### src/rtl/overlay_window_pkg.sv
package overlay_window_pkg;
   // Byte addresses of the registers on the bus
   localparam logic [31:0] ADDR_WINDOW1_CONTROL = 32'h4c80_0018;
   localparam logic [31:0] ADDR_WINDOW0_TOP_LEFT = 32'h4c80_0028;
   localparam logic [31:0] ADDR_WINDOW0_BOTTOM_RIGHT = 32'h4c80_002c;
   localparam logic [31:0] ADDR_WINDOW1_STATUS = 32'h4c80_00f0;

   // Reset values
   localparam logic [31:0] RESET_WINDOW1_CONTROL = 32'h0000_0000;
   localparam logic [31:0] RESET_POSITION = 32'h0000_0000;

   // Writable bits; all others are reserved and read as zero
   localparam logic [31:0] MASK_WINDOW1_CONTROL = 32'h0007_067f;
   localparam logic [31:0] MASK_POSITION = 32'h003f_ffff;

   // Control register fields
   localparam int POS_ENABLE = 0;
   localparam int POS_ALPHA_SEL = 1;
   localparam int POS_FORMAT_LO = 2;
   localparam int POS_FORMAT_HI = 5;
   localparam int POS_BLEND = 6;
   localparam int POS_BURST_LO = 9;
   localparam int POS_BURST_HI = 10;
   localparam int POS_HALFWORD_SWAP = 16;
   localparam int POS_BYTE_SWAP = 17;
   localparam int POS_BIT_REVERSE = 18;

   // Position register fields
   localparam int POS_COORD_Y_LO = 0;
   localparam int POS_COORD_Y_HI = 10;
   localparam int POS_COORD_X_LO = 11;
   localparam int POS_COORD_X_HI = 21;

   // Pixel alpha bits in a fetched 24-bit pixel word
   localparam int POS_PIXEL_ALPHA_LO = 24;
   localparam int POS_PIXEL_ALPHA_HI = 27;

   // Burst length codes and their word counts
   localparam logic [1:0] BURST_CODE_16 = 2'h0;
   localparam logic [1:0] BURST_CODE_8 = 2'h1;
   localparam logic [1:0] BURST_CODE_4 = 2'h2;
   localparam logic [4:0] BURST_WORDS_16 = 5'h10;
   localparam logic [4:0] BURST_WORDS_8 = 5'h08;
   localparam logic [4:0] BURST_WORDS_4 = 5'h04;

   // Pixel format codes
   typedef enum logic [3:0] {
      FMT_1BPP = 4'h0, FMT_2BPP = 4'h1, FMT_4BPP = 4'h2, FMT_8BPP_PAL = 4'h3,
      FMT_A1R2G3B2 = 4'h4, FMT_R5G6B5 = 4'h5, FMT_A1R5G5B5 = 4'h6, FMT_I1R5G5B5 = 4'h7,
      FMT_R6G6B6 = 4'h8, FMT_A1R6G6B5 = 4'h9, FMT_A1R6G6B6 = 4'ha, FMT_R8G8B8 = 4'hb,
      FMT_A1R8G8B7 = 4'hc, FMT_A1R8G8B8 = 4'hd, FMT_RSVD_E = 4'he, FMT_RSVD_F = 4'hf
   } pixel_format_t;

   // Source of the blending alpha
   typedef enum logic [1:0] {
      ALPHA_PLANE_FIRST = 2'h0, ALPHA_PLANE_SECOND = 2'h1,
      ALPHA_PIXEL_FLAG = 2'h2, ALPHA_PIXEL_DATA = 2'h3
   } alpha_source_t;

   // Status register layout
   localparam int POS_STAT_BPP_LO = 0;
   localparam int POS_STAT_BPP_HI = 5;
   localparam int POS_STAT_BURST_LO = 8;
   localparam int POS_STAT_BURST_HI = 12;
   localparam int POS_STAT_FMT_RSVD = 16;
   localparam int POS_STAT_ALPHA_ILLEGAL = 17;
   localparam int POS_STAT_HAS_ALPHA = 18;
   localparam int POS_STAT_PALETTE = 19;
endpackage

### src/rtl/overlay_window_config_regs.sv
// Added by the designer: the Wishbone slave port.
`timescale 1ns/1ns
// Summary of operation
// - Window 1 control resets to all zero: swaps off, burst 16, per-plane, disabled.
// - Clearing bit 0 stops window video and control at once; setting enables them.
// - Bit 18 set reverses bit order of fetched window data.
// - Bit 17 set swaps bytes within fetched window data words.
// - Bit 16 set swaps the two half-words of fetched data words.
// - Burst field 00 selects 16 words, 01 eight words, 10 four words.
// - Bit 6 selects per-plane blending when zero, per-pixel when one.
// - Format codes 0 to 3 mean 1, 2, 4, 8 bpp; 8 bpp palette-indexed.
// - Codes 4 to 7 are A1R2G3B2, R5G6B5, A1R5G5B5, I1R5G5B5.
// - Codes 8 to 10 are unpacked R6G6B6, A1R6G6B5, A1R6G6B6.
// - Codes 11 to 13 are unpacked R8G8B8, A1R8G8B7, A1R8G8B8; 111x reserved.
// - Code 1101 under per-plane blending carries 28 bpp with 4-bit alpha.
// - Per-plane blending: alpha select picks first or second plane alpha set.
// - Per-pixel: select 0 uses alpha flag/chroma key, 1 uses bits 27:24 (24 bpp).
// - Window 0 top-left corner: X in bits 21:11, Y in 10:0, reset zero.
// - Window 0 bottom-right corner: X in bits 21:11, Y in 10:0, reset zero.
module overlay_window_config_regs
   import overlay_window_pkg::*;
#(
   parameter int DATA_W = 32,
   parameter int PIXEL_W = 32,
   parameter int VCTL_W = 4
) (
   // Clock and reset
   input wire logic clk_i,
   input wire logic rst_i,
   // Wishbone slave
   input wire logic wb_cyc_i,
   input wire logic wb_stb_i,
   input wire logic wb_we_i,
   input wire logic [31:0] wb_adr_i,
   input wire logic [3:0] wb_sel_i,
   input wire logic [DATA_W-1:0] wb_dat_i,
   output logic [DATA_W-1:0] wb_dat_o,
   output logic wb_ack_o,
   // Fetched window data path
   input wire logic [31:0] fetch_data_i,
   output logic [31:0] fetch_data_o,
   // Window video path
   input wire logic [PIXEL_W-1:0] video_data_i,
   input wire logic [VCTL_W-1:0] video_ctl_i,
   output logic [PIXEL_W-1:0] video_data_o,
   output logic [VCTL_W-1:0] video_ctl_o,
   // Decoded configuration
   output logic window_output_enable_o,
   output logic [4:0] dma_burst_words_o,
   output logic blend_category_select_o,
   output logic [5:0] bits_per_pixel_o,
   output logic palette_indexed_o,
   output logic pixel_has_alpha_o,
   output logic format_reserved_o,
   output alpha_source_t alpha_source_o,
   output logic [3:0] pixel_alpha_o,
   output logic alpha_select_illegal_o,
   // Window 0 corners
   output logic [10:0] top_left_x_o,
   output logic [10:0] top_left_y_o,
   output logic [10:0] bottom_right_x_o,
   output logic [10:0] bottom_right_y_o
);

   function automatic logic [31:0] merge_bytes(input logic [31:0] old_value, input logic [31:0] new_value,
                                               input logic [3:0] sel, input logic [31:0] mask);
      logic [31:0] merged;
      merged = old_value;
      for (int i = 0; i < 4; i++) begin
         if (sel[i]) begin
            merged[i*8 +: 8] = new_value[i*8 +: 8];
         end
      end
      return merged & mask;
   endfunction

   logic [31:0] window1_control;
   logic [31:0] window0_top_left_position;
   logic [31:0] window0_bottom_right_position;
   logic ack;
   logic [31:0] read_data;
   logic [31:0] swapped_data;
   logic [PIXEL_W-1:0] video_data;
   logic [VCTL_W-1:0] video_ctl;

   // Bus decode
   wire request = wb_cyc_i & wb_stb_i & ~ack;
   wire write_strobe = request & wb_we_i;
   wire hit_control = (wb_adr_i == ADDR_WINDOW1_CONTROL);
   wire hit_top_left = (wb_adr_i == ADDR_WINDOW0_TOP_LEFT);
   wire hit_bottom_right = (wb_adr_i == ADDR_WINDOW0_BOTTOM_RIGHT);
   wire hit_status = (wb_adr_i == ADDR_WINDOW1_STATUS);
   wire [31:0] bus_wdata = 32'(wb_dat_i);

   // Control fields
   wire window_output_enable = window1_control[POS_ENABLE];
   wire alpha_sel = window1_control[POS_ALPHA_SEL];
   wire blend_category_select = window1_control[POS_BLEND];
   wire [1:0] dma_burst_size_select = window1_control[POS_BURST_HI:POS_BURST_LO];
   wire bit_reverse_enable = window1_control[POS_BIT_REVERSE];
   wire byte_swap_enable = window1_control[POS_BYTE_SWAP];
   wire halfword_swap_enable = window1_control[POS_HALFWORD_SWAP];
   wire pixel_format_t pixel_format_select = pixel_format_t'(window1_control[POS_FORMAT_HI:POS_FORMAT_LO]);

   // Burst length decode; the unused code falls back to the longest burst
   wire [4:0] burst_words = (dma_burst_size_select == BURST_CODE_8) ? BURST_WORDS_8 :
                            (dma_burst_size_select == BURST_CODE_4) ? BURST_WORDS_4 :
                            BURST_WORDS_16;

   // Pixel format decode
   logic [5:0] bpp;
   logic has_alpha;
   logic palette;
   logic fmt_reserved;
   always_comb begin
      bpp = 6'h00;
      has_alpha = 1'b0;
      palette = 1'b0;
      fmt_reserved = 1'b0;
      unique case (pixel_format_select)
         FMT_1BPP: bpp = 6'h01;
         FMT_2BPP: bpp = 6'h02;
         FMT_4BPP: bpp = 6'h04;
         FMT_8BPP_PAL: begin
            bpp = 6'h08;
            palette = 1'b1;
         end
         FMT_A1R2G3B2: begin
            bpp = 6'h08;
            has_alpha = 1'b1;
         end
         FMT_R5G6B5: bpp = 6'h10;
         FMT_A1R5G5B5: begin
            bpp = 6'h10;
            has_alpha = 1'b1;
         end
         FMT_I1R5G5B5: bpp = 6'h10;
         FMT_R6G6B6: bpp = 6'h12;
         FMT_A1R6G6B5: begin
            bpp = 6'h12;
            has_alpha = 1'b1;
         end
         FMT_A1R6G6B6: begin
            bpp = 6'h13;
            has_alpha = 1'b1;
         end
         FMT_R8G8B8: bpp = 6'h18;
         FMT_A1R8G8B7: begin
            bpp = 6'h18;
            has_alpha = 1'b1;
         end
         FMT_A1R8G8B8: begin
            bpp = blend_category_select ? 6'h19 : 6'h1c;
            has_alpha = 1'b1;
         end
         FMT_RSVD_E, FMT_RSVD_F: fmt_reserved = 1'b1;
      endcase
   end

   // Alpha source selection
   wire alpha_source_t alpha_source = blend_category_select ?
        (alpha_sel ? ALPHA_PIXEL_DATA : ALPHA_PIXEL_FLAG) :
        (alpha_sel ? ALPHA_PLANE_SECOND : ALPHA_PLANE_FIRST);
   wire alpha_illegal = (alpha_source == ALPHA_PIXEL_DATA) && (pixel_format_select != FMT_R8G8B8);

   // Fetched data reordering: half-words, then bytes, then bit reversal
   wire [31:0] stage_half = halfword_swap_enable ? {fetch_data_i[15:0], fetch_data_i[31:16]} :
                            fetch_data_i;
   wire [31:0] stage_byte = byte_swap_enable ?
                            {stage_half[23:16], stage_half[31:24], stage_half[7:0], stage_half[15:8]} :
                            stage_half;
   logic [31:0] stage_bit;
   always_comb begin
      for (int i = 0; i < 32; i++) begin
         stage_bit[i] = bit_reverse_enable ? stage_byte[31-i] : stage_byte[i];
      end
   end

   // Status word
   wire [31:0] status_word = (32'(bpp) << POS_STAT_BPP_LO) | (32'(burst_words) << POS_STAT_BURST_LO) |
                             (32'(fmt_reserved) << POS_STAT_FMT_RSVD) |
                             (32'(alpha_illegal) << POS_STAT_ALPHA_ILLEGAL) |
                             (32'(has_alpha) << POS_STAT_HAS_ALPHA) | (32'(palette) << POS_STAT_PALETTE);

   // Read mux; unmapped addresses read zero
   wire [31:0] next_read_data = hit_control ? window1_control :
                                hit_top_left ? window0_top_left_position :
                                hit_bottom_right ? window0_bottom_right_position :
                                hit_status ? status_word : 32'h0000_0000;

   always_ff @(posedge clk_i) begin
      if (rst_i) begin
         window1_control <= RESET_WINDOW1_CONTROL;
         window0_top_left_position <= RESET_POSITION;
         window0_bottom_right_position <= RESET_POSITION;
      end else if (write_strobe) begin
         if (hit_control) begin
            window1_control <= merge_bytes(window1_control, bus_wdata, wb_sel_i, MASK_WINDOW1_CONTROL);
         end
         if (hit_top_left) begin
            window0_top_left_position <= merge_bytes(window0_top_left_position, bus_wdata, wb_sel_i,
                                                     MASK_POSITION);
         end
         if (hit_bottom_right) begin
            window0_bottom_right_position <= merge_bytes(window0_bottom_right_position, bus_wdata, wb_sel_i,
                                                         MASK_POSITION);
         end
      end
   end

   always_ff @(posedge clk_i) begin
      if (rst_i) begin
         ack <= 1'b0;
         read_data <= 32'h0000_0000;
      end else begin
         ack <= request;
         read_data <= request ? next_read_data : 32'h0000_0000;
      end
   end

   always_ff @(posedge clk_i) begin
      if (rst_i) begin
         swapped_data <= 32'h0000_0000;
         video_data <= '0;
         video_ctl <= '0;
      end else begin
         swapped_data <= stage_bit;
         video_data <= video_data_i;
         video_ctl <= video_ctl_i;
      end
   end

   assign wb_ack_o = ack;
   assign wb_dat_o = DATA_W'(read_data);
   assign fetch_data_o = swapped_data;
   // Enable gates the staged video directly so a clear takes effect with no extra delay
   assign video_data_o = window_output_enable ? video_data : '0;
   assign video_ctl_o = window_output_enable ? video_ctl : '0;
   assign window_output_enable_o = window_output_enable;
   assign dma_burst_words_o = burst_words;
   assign blend_category_select_o = blend_category_select;
   assign bits_per_pixel_o = bpp;
   assign palette_indexed_o = palette;
   assign pixel_has_alpha_o = has_alpha;
   assign format_reserved_o = fmt_reserved;
   assign alpha_source_o = alpha_source;
   assign pixel_alpha_o = fetch_data_o[POS_PIXEL_ALPHA_HI:POS_PIXEL_ALPHA_LO];
   assign alpha_select_illegal_o = alpha_illegal;
   assign top_left_x_o = window0_top_left_position[POS_COORD_X_HI:POS_COORD_X_LO];
   assign top_left_y_o = window0_top_left_position[POS_COORD_Y_HI:POS_COORD_Y_LO];
   assign bottom_right_x_o = window0_bottom_right_position[POS_COORD_X_HI:POS_COORD_X_LO];
   assign bottom_right_y_o = window0_bottom_right_position[POS_COORD_Y_HI:POS_COORD_Y_LO];

   // Bit-order mirror of a word, used by the reversal check
   function automatic logic [31:0] mirror32(input logic [31:0] v);
      logic [31:0] m;
      for (int i = 0; i < 32; i++) begin
         m[i] = v[31-i];
      end
      return m;
   endfunction

   // Checks
   property p_reset_control;
      @(posedge clk_i) rst_i |=> (window1_control == 32'h0000_0000) && !window_output_enable_o;
   endproperty
   a_reset_control: assert property (p_reset_control) else $error("control not zero after reset");

   property p_video_gate;
      @(posedge clk_i) disable iff (rst_i) !window_output_enable_o |-> (video_data_o == '0) && (video_ctl_o == '0);
   endproperty
   a_video_gate: assert property (p_video_gate) else $error("video passes while window disabled");

   property p_video_pass;
      @(posedge clk_i) disable iff (rst_i)
         window_output_enable_o && $stable(window_output_enable_o) |-> video_ctl_o == $past(video_ctl_i);
   endproperty
   a_video_pass: assert property (p_video_pass) else $error("video control not passed when enabled");

   property p_bit_reverse;
      @(posedge clk_i) disable iff (rst_i)
         bit_reverse_enable && !byte_swap_enable && !halfword_swap_enable ##1 1'b1 |->
         fetch_data_o == mirror32($past(fetch_data_i));
   endproperty
   a_bit_reverse: assert property (p_bit_reverse) else $error("bit reversal wrong");

   property p_byte_swap;
      @(posedge clk_i) disable iff (rst_i)
         ($past(window1_control[18:16]) == 3'b010) |->
         fetch_data_o == {$past(fetch_data_i[23:16]), $past(fetch_data_i[31:24]),
                          $past(fetch_data_i[7:0]), $past(fetch_data_i[15:8])};
   endproperty
   a_byte_swap: assert property (p_byte_swap) else $error("byte swap wrong");

   property p_half_swap;
      @(posedge clk_i) disable iff (rst_i)
         ($past(window1_control[18:16]) == 3'b001) |->
         fetch_data_o == {$past(fetch_data_i[15:0]), $past(fetch_data_i[31:16])};
   endproperty
   a_half_swap: assert property (p_half_swap) else $error("half-word swap wrong");

   property p_burst;
      @(posedge clk_i) disable iff (rst_i)
         dma_burst_words_o == ((window1_control[10:9] == 2'h1) ? 5'h08 :
                               (window1_control[10:9] == 2'h2) ? 5'h04 : 5'h10);
   endproperty
   a_burst: assert property (p_burst) else $error("burst length decode wrong");

   property p_alpha_plane;
      @(posedge clk_i) disable iff (rst_i)
         !window1_control[6] |-> alpha_source_o == (window1_control[1] ? ALPHA_PLANE_SECOND : ALPHA_PLANE_FIRST);
   endproperty
   a_alpha_plane: assert property (p_alpha_plane) else $error("plane alpha set selection wrong");

   property p_alpha_illegal;
      @(posedge clk_i) disable iff (rst_i)
         (window1_control[6:1] == 6'b110111) |-> !alpha_select_illegal_o;
   endproperty
   a_alpha_illegal: assert property (p_alpha_illegal) else $error("24 bpp pixel alpha flagged illegal");

   property p_position_write;
      @(posedge clk_i) disable iff (rst_i)
         write_strobe && hit_top_left && (wb_sel_i == 4'hf) |=>
         {top_left_x_o, top_left_y_o} == $past(wb_dat_i[21:0]) ##1 !wb_ack_o;
   endproperty
   a_position_write: assert property (p_position_write) else $error("top-left write not stored");

   property p_reserved_read;
      @(posedge clk_i) disable iff (rst_i)
         wb_ack_o && $past(hit_control && !wb_we_i) |-> (wb_dat_o & ~MASK_WINDOW1_CONTROL) == 32'h0;
   endproperty
   a_reserved_read: assert property (p_reserved_read) else $error("reserved control bits read nonzero");
endmodule

### config.mk
export PLATFORM = sky130hd
export DESIGN_NAME = overlay_window_config_regs
export DESIGN_NICKNAME = d
export VERILOG_FILES = /design/src/rtl/overlay_window_pkg.sv /design/src/rtl/overlay_window_config_regs.sv
export SDC_FILE = /design/constraint.sdc
export NUM_CORES = 1
export LEC_CHECK = 0
export BUFFER_PORTS_ARGS = -buffer_cell sky130_fd_sc_hd__buf_2
export CAP_MARGIN = 20
export CORE_ASPECT_RATIO = 0.8
export CORE_MARGIN = 4
export CORE_UTILIZATION = 51
export DETAILED_ROUTE_END_ITERATION = 10
export PLACE_DENSITY = 0.86
export SETUP_SLACK_MARGIN = 0.05
export SLEW_MARGIN = 30
export SYNTH_ARGS = -nofsm -noshare
export SYNTH_HDL_FRONTEND = slang
export SYNTH_SLANG_ARGS = --single-unit
export TNS_END_PERCENT = 5
### constraint.sdc
create_clock -name clk_i -period 5.1 [get_ports clk_i]
set_clock_uncertainty 0.05 [all_clocks]
set_input_delay 1.53 -clock clk_i [delete_from_list [all_inputs] [get_ports clk_i]]
set_output_delay 1.53 -clock clk_i [all_outputs]
set_load 0.02 [all_outputs]
# --- After elaboration in Yosys (flattened, before gate mapping) ---
# Index checks and enable logic that the tools add are counted.
totals:
  register_bits: 157
  inputBits: 141
  output_inout_bits: 168
  word_cells: 120
op_classes:
  eq_ne: 23
  n_mux: 50
  bitwise: 11
  n_reduce_logical: 20
ops:
  columns: ["op", "n"]
  rows:
  - ["equality test 32 x 31 -> 1 bit, second input constant", 4]
  - ["two-way mux 32 bit", 3]
  - ["case mux 5 bit (9 select lines)", 1]
  - ["two-way mux 22 bit", 2]
  - ["two-way mux 1 bit", 37]
  - ["equality test 4 bit, second input constant", 8]
  - ["AND reduction 3 bit", 9]
  - ["two-way mux 20 bit", 1]
  - ["OR 19 x 20 -> 20 bit", 1]
  - ["two-way mux 19 bit", 1]
  - ["OR 18 x 19 -> 19 bit", 1]
  - ["OR 17 x 18 -> 18 bit", 1]
  - ["OR 13 x 17 -> 17 bit", 1]
  - ["equality test 4 x 3 -> 1 bit, second input constant", 4]
  - ["OR 6 x 13 -> 13 bit", 1]
  - ["OR reduction 6 bit", 2]
  - ["two-way mux 5 bit", 2]
  - ["OR reduction 2 bit", 5]
  - ["equality test 4 x 2 -> 1 bit, second input constant", 2]
  - ["OR reduction 3 bit", 2]
  - ["equality test 2 bit, second input constant", 2]
  - ["equality test 4 x 1 -> 1 bit, second input constant", 1]
  - ["zero test 4 bit", 1]
  - ["two-way mux 4 bit", 1]
  - ["other kinds (7)", 11]

# --- Logic depth before layout (Yosys ltp) ---
# Gate-level depths: netlist (run 1).
logic_depth:
  word_depth: 12
  ltp_mapped: 8
  depth_no_buf: 5

# --- Worst setup path before layout (run 1) ---
# Ideal clock, no wire load.
synth_path:
  path_type: "input-to-reg"
  start: "in wb_adr_i[17]"
  end: "reg window0_top_left_position[0]"
  setup_ns: 0.128
  t_arrival_ns: 3.028
  required_ns: 4.922
  setup_slack_ns: 1.894
  path_stages: 7
  n_path_buf: 2
  cell_sequence: "nor4_1 nand3_1 buf_4 or4_1 buf_2 mux2i_1 nor2_1"
synth_via:
  elab_chain_len: 2
synth_lines:
  columns: ["item", "line", "rtl"]
  rows:
  - ["from (decl)", "overlay_window_config_regs.sv:34", "input wire logic [31:0] wb_adr_i,"]
  - ["equality test 32 x 31 -> 1 bit", "overlay_window_config_regs.sv:90", "wire hit_top_left = (wb_adr_i == ADDR_WINDOW0_TOP_LEFT);"]
  - ["AND reduction 3 bit (no line)", null, null]
  - ["to (signal assigned)", "overlay_window_config_regs.sv:201", "window0_top_left_position <= merge_bytes(window0_top_left_position, bus_wdata, wb_sel_i,"]
  - ["to (decl)", "overlay_window_config_regs.sv:78", "logic [31:0] window0_top_left_position;"]
# Every way passes these cells.
# A chain may end at the register's enable or synchronous reset.

# --- Worst setup path in the final report (run 1) ---
layout_path:
  start: "in wb_adr_i[28]"
  end: "reg window0_top_left_position[5]"
# The elaborated chain is that of the path after synthesis.

==> results.ini, run 1 <==
[timing]
fin_crit_ns=3.756
finalHoldViolations=0
fin_crit_sh_pct=73.64
finalSetupViolations=0
max_freq_mhz=266.3
final_max_slew_viol_count=0
tightestPinTransition_ns=0.9162
relSlewSlack_pct=38.46
tns_ns=0
rsz0062_at_grt=no
setup_ws_ns=1.344

[clocking]
cts_resized=0
cts_buffers=17
clock_path_buffers=2
clock-root-buffer=clkbuf_16
clk_pin_slew_ns=0.07
htree_levels=4
cts_tree=built
cts_hold_buf=0
cts.sinks=147
postCtsSetupBuffers=0
clk_latency_ns=0.41

[cells_and_area]
mostFrequentLayoutCells=buf_2 (283), dfxtp_1 (144), nor2_1 (112)
drive_gt1_share_pct=40.35
syn_to_final_growth_pct=28.91
multiInputGateArea_um2=3565
nFillCells=1045
nNetsFinal=1057
layout_commonest_cell=buf_2
register_area_um2=2952
postLayoutCoreUtil_pct=67.80

[logic_synthesis]
synth_cell_types=44
avgSynthCellArea_um2=10.32
synth_edf_count=0
synth_async_sr_flop_share_pct=0
yosysWarnings=0
ys_ff_latch=147
synth.yosys.seq_area_share_pct=43.01
synthCells=663
synth_area_um2=6842
synth_ff_type=dfxtp_1

[setup_path]
crit_path_end_kind=register
crit_path_cell_trace=buf_2, nor4b_2, nand4_1, or4_1, mux2i_1, nor2_1
cp_top_family=simple AND/OR/NAND/NOR gates
reg2reg_depth=5
path_max_fanout=11
slowest_stage=or4_1
r2r-start=wb_ack_o$_SDFF_PP0_
cp.depth=6
crit_start=wb_adr_i[28]
worstSetupPathType=input pin to register
required_ns=5.32
reg2reg_slack_ns=2.80
crit_end=window0_top_left_position[5]$_SDFFE_PP0P_
path_buf_inv=1
crit_path_start_kind=input pin
cp.arrival_ns=3.98
r2r-end=window0_bottom_right_position[7]$_SDFFE_PP0P_
slowest_delay_ns=1.05

[grt]
antenna_found_initial=1
grt_pass1_wl_mm=29.15
grt_remaining_overflow=0
grt_max_degree=70
grt_pass1_vias=5633
track_usage_pct=24.13

[floorplan]
ios=309
core-area_um2=13010
initial_core_util_pct=52.59
die_w_um=137.5
die_area_um2=15340
die_h_um=111.6
rows=37

[placement]
io_buffers=284
preCtsSetupSlack_ns=0.9675
dp_hpwl_mm=14.24
gp_congestion=0.8651

[routing]
route.vias.total=5984
first_pass_iters=5
drc=0
drtIter0Drc=503
routed_wl_mm=19.07
wl_per_cell_um=17.29
viasPerCell=5.425
detail-route-antenna-nets=0

[hold_path]
worstHoldStart=window0_bottom_right_position[13]$_SDFFE_PP0P_
hp-class=register to register

[run]
maxCapViolCount=0

[pwr]
p_leak_nw=4.020
p_per_area_nw_per_um2=297.1
vdd_ir_drop_max_mv=0.2523

[run_status]
status=complete, no violations

## cell type report
class	instances	share of cell area, %
antenna	1	0.02837
timing repair buffer	289	16.57
inverter	8	0.3405
sequential	147	33.47
clock inverter	15	1.873
clock buffer	17	4.823
multi-input combinational	451	40.42
tap	175	2.483
## state kept, by name, indices dropped and copies added, names as in the netlist
register and count:
wb_dat_o 22, wb_ack_o 1, window0_top_left_position 22, window1_control 12, video_ctl 4, video_data 32, fetch_data_o 32, window0_bottom_right_position 22
## worst reg2reg max path, cell delays in order (launching register included)
cell     delay, ns
dfxtp_1       0.34
and4b_1       0.48
nand4_1       0.19
nor4_4        0.74
mux2i_1       0.30
nor2_1        0.06
## cell usage after synthesis, types with 11 or more instances
library cell	n	area, um2
dfxtp_1	147	2943
nor2_1	112	420.4
mux2i_1	101	1011
nor2b_1	39	244.0
and2_1	37	231.5
clkbuf_1	33	123.9
mux4_2	32	720.7
a21oi_1	20	100.1
buf_4	20	150.1
nand3_1	15	75.07
buf_2	12	60.06
nand4_1	11	68.82
## cells by family (layout without fill, tap and decap cells)
group                    Yosys count  count (layout)  synth area share, %
adder cells (fa/ha/maj)            2               2               0.3657
AO/OA/AOI/OAI                     44              44                3.969
other                              1              14              0.05481
AND/OR/NAND/NOR                  258             258                21.62
flip-flops                       147             147                43.01
XOR/XNOR                           1               1               0.1280
multiplexers                     133             133                25.31
buffers and inverters             77             329                5.541
## how the worst min path moves through the flow
stage / end / cells after the start
floorplan: window1_control[1]$_SDFFE_PP0P_ / 2
global placement: window0_bottom_right_position[5]$_SDFFE_PP0P_ / 2
detailed placement: window0_bottom_right_position[13]$_SDFFE_PP0P_ / 2
CTS: window0_bottom_right_position[13]$_SDFFE_PP0P_ / 2
global route: window0_bottom_right_position[13]$_SDFFE_PP0P_ / 2
finish: window0_bottom_right_position[13]$_SDFFE_PP0P_ / 2
## routing by layer
metal	vias up	global-route usage [%]	part of all wire, %
met1	2814	29.86	38
met4	0	9.176	2.7
met2	309	39.82	49
met5	-	0	0
met3	47	6.820	11
li1	2814	-	-
## stage by stage
step	instances	instance area (um2)	hold slack, ns	total power, mW
after global routing	1103	8820	0.5081	2.716
after CTS	1102	8811	0.4726	2.645
after floorplan	675	6887	0.4519	1.318
after global placement	1070	8220	0.4460	1.396
after detailed placement	1070	8220	0.4563	1.403
final	1103	8820	0.4738	2.620
## where the power goes
part | internal (mW) | total (mW) | switching [mW]
clock network | 0.697 | 1.24 | 0.546
logic | 0.0850 | 0.195 | 0.110
registers | 1.18 | 1.18 | 0.00678
No activity file was read; power rests on OpenSTA's default activity.
==> inputs of run 2 (changes only) <==
ABC_AREA = 1   (was default)
CORE_UTILIZATION = 48   (was 51)
PLACE_DENSITY = 0.81   (was 0.86)
clock period = 3.5 ns   (was 5.1 ns; I/O delays follow)
==> run 2 against run 1 <==
Setup slack got worse by 0.77 ns. Via count rose by 26%. Design area rose by 1.7%. First-iteration DRC count rose by 58%. Hold slack got worse by 0.081 ns. Largest power group unchanged.
==> results.ini, run 2 <==
[cells_and_area]
layout_commonest_cell=buf_2
drive_gt1_share_pct=26.43
nFillCells=1301
mostFrequentLayoutCells=buf_2 (284), nor2_1 (228), nand2_1 (208)
diodes=0
nNetsFinal=1462
multiInputGateArea_um2=3206
syn_to_final_growth_pct=28.09
register_area_um2=2950

[routing]
viasPerCell=4.963
wl_met1_mm=9.091
drc=0
wl_per_cell_um=14.56
routed_wl_mm=22.08
route.vias.total=7524
top_layer=met4
detail-route-antenna-nets=0
drtIter0Drc=795
met3WireLength_mm=2.592
met2_length_mm=9.946
first_pass_iters=6

[logic_synthesis]
synth.yosys.seq_area_share_pct=42.02
synth_largest_area_cell=dfxtp_1
synth_area_um2=7003
netlist_top_cells_count=nor2_1 (228), nand2_1 (208), dfxtp_1 (147), inv_1 (134), o21ai_0 (97)
synth_top_area_share_pct=42.02
avgSynthCellArea_um2=6.569
synth_ff_type=dfxtp_1
yosysMostFrequentCell=nor2_1
synth_cell_types=27
synth_edf_count=0
yosysWarnings=0
synth_area_leaders=dfxtp_1 (42%), nor2_1 (12%), nand2_1 (11%)
synthCells=1066
synth_async_sr_flop_share_pct=0
ys_ff_latch=147

[grt]
grt_remaining_overflow=0
antenna_found_initial=0
grt_max_degree=71
track_usage_pct=26.14
grt_pass1_wl_mm=33.98
grt_pass1_vias=6806

[floorplan]
initial_core_util_pct=48.98
rows=39
die_w_um=143.0
ios=309
die_h_um=116.0
die_area_um2=16600
core-area_um2=14300

[pwr]
p_leak_nw=4.863
switching_share_pct=24.04
power.switching_mw=0.9213
clock_power_share_pct=47.3
p_per_area_nw_per_um2=427.3
power_mw=3.833
vdd_ir_drop_max_mv=0.4520
seqPwrFrac_pct=45.0
internal_power_mw=2.912
comb_power_share_pct=7.7

[clocking]
cts_hold_buf=0
cts_buffers=17
cts_resized=0
clock-root-buffer=clkbuf_16
clk_latency_ns=0.42
cts.sinks=147
postCtsSetupBuffers=0
cts_tree=built
clk_pin_slew_ns=0.06
htree_levels=4
clock_path_buffers=2

[placement]
preCtsSetupSlack_ns=0.6714
dp_hpwl_mm=16.56
io_buffers=284
gp_congestion=0.9326

[setup_path]
reg2reg_depth=8
r2r-start=wb_ack_o$_SDFF_PP0_
crit_path_cell_trace=nand2_1, nor2_1, nand2_1, o21ai_1, buf_2
crit_start=window1_control[5]$_SDFFE_PP0P_
crit_path_start_kind=register
path_max_fanout=9
crit_end=bits_per_pixel_o[2]
slowest_delay_ns=0.52
required_ns=2.40
crit_path_end_kind=primary output
reg2reg_slack_ns=1.61
worstSetupPathType=register to primary output
path_common_cell=nand2_1
cp.arrival_ns=1.83
slowest_stage=dfxtp_1
r2r-end=window0_bottom_right_position[12]$_SDFFE_PP0P_

[run]
maxCapViolCount=0

[timing]
fin_crit_ns=2.929
tightestPinTransition_ns=0.8756
fin_crit_sh_pct=83.68
finalHoldViolations=0
setup_ws_ns=0.5713
finalSetupViolations=0
tns_ns=0
final_max_slew_viol_count=0
hold_slack_ns=0.3930
relSlewSlack_pct=41.27
max_freq_mhz=341.4
rsz0062_at_grt=no

[run_status]
status=complete, no violations

[hold_path]
hp-class=register to register

## run 2: changes by cell type after synthesis, sizes merged, moves of 8 or more
cell / before / now
nor4: 13 / 0
nand3: 16 / 64
mux4: 32 / 0
a21oi: 20 / 82
nand4: 12 / 4
nor2b: 39 / 0
o21ai: 8 / 99
mux2i: 101 / 0
inv: 8 / 136
nand2: 7 / 213
and2: 37 / 0
nor2: 112 / 245
## run 2: final cells by class
class                   count  share of cell area [%]
multi-input cells         723                   35.74
flip-flops and latches    147                   32.89
repair buffers            291                   16.43
inverters                 139                   5.831
clock buffers              21                   5.133
well taps                 184                   2.567
clock inverters            11                   1.409
## run 2: cell families after synthesis
logic type      share of synthesized area (%)
flops                                   42.02
other cells                           0.05355
fa+ha+maj                              0.3573
compound gates                          12.99
buf+inv                                 12.85
simple gates                            31.73
## run 2: worst min path at each step
stage                                          start                 endpoint  slack (ns)  cells after the start
floorplan           window1_control[10]$_SDFFE_PP0P_  wb_dat_o[10]$_SDFF_PP0_        0.41                      2
global placement     window1_control[0]$_SDFFE_PP0P_   wb_dat_o[0]$_SDFF_PP0_        0.39                      2
detailed placement   window1_control[0]$_SDFFE_PP0P_   wb_dat_o[0]$_SDFF_PP0_        0.39                      2
CTS                  window1_control[0]$_SDFFE_PP0P_   wb_dat_o[0]$_SDFF_PP0_        0.40                      2
global route         window1_control[0]$_SDFFE_PP0P_   wb_dat_o[0]$_SDFF_PP0_        0.44                      2
finish               window1_control[0]$_SDFFE_PP0P_   wb_dat_o[0]$_SDFF_PP0_        0.39                      2
## run 2: per-stage QoR
step	std cells	instance area (um2)	utilization, %
after global routing	1516	8970	62.74
final	1516	8970	62.74
after CTS	1516	8965	62.70
after floorplan	1078	7048	-
after global placement	1484	8378	58.60
after detailed placement	1484	8378	58.60
## run 2: worst max-delay path: cells and delay by family, from the launching register on
kind,cells,cell delay (ns)
simple gates,3,0.45
buf+inv,1,0.21
flops,1,0.52
compound gates,1,0.22
## run 2: power by group through the flow
stage               logic [mW]  registers (mW)  clock network (mW)
floorplan                0.141            1.79                   0
global placement         0.285            1.76                   0
detailed placement       0.290            1.76                   0
CTS                      0.291            1.73                1.84
global route             0.328            1.73                1.92
finish                   0.294            1.73                1.81
## run 2: metal layers
layer | vias to the layer above | GRT usage, %
met5 | - | 0
met4 | 0 | 9.626
met3 | 39 | 7.302
met2 | 428 | 41.43
met1 | 3268 | 34.27
li1 | 3789 | -
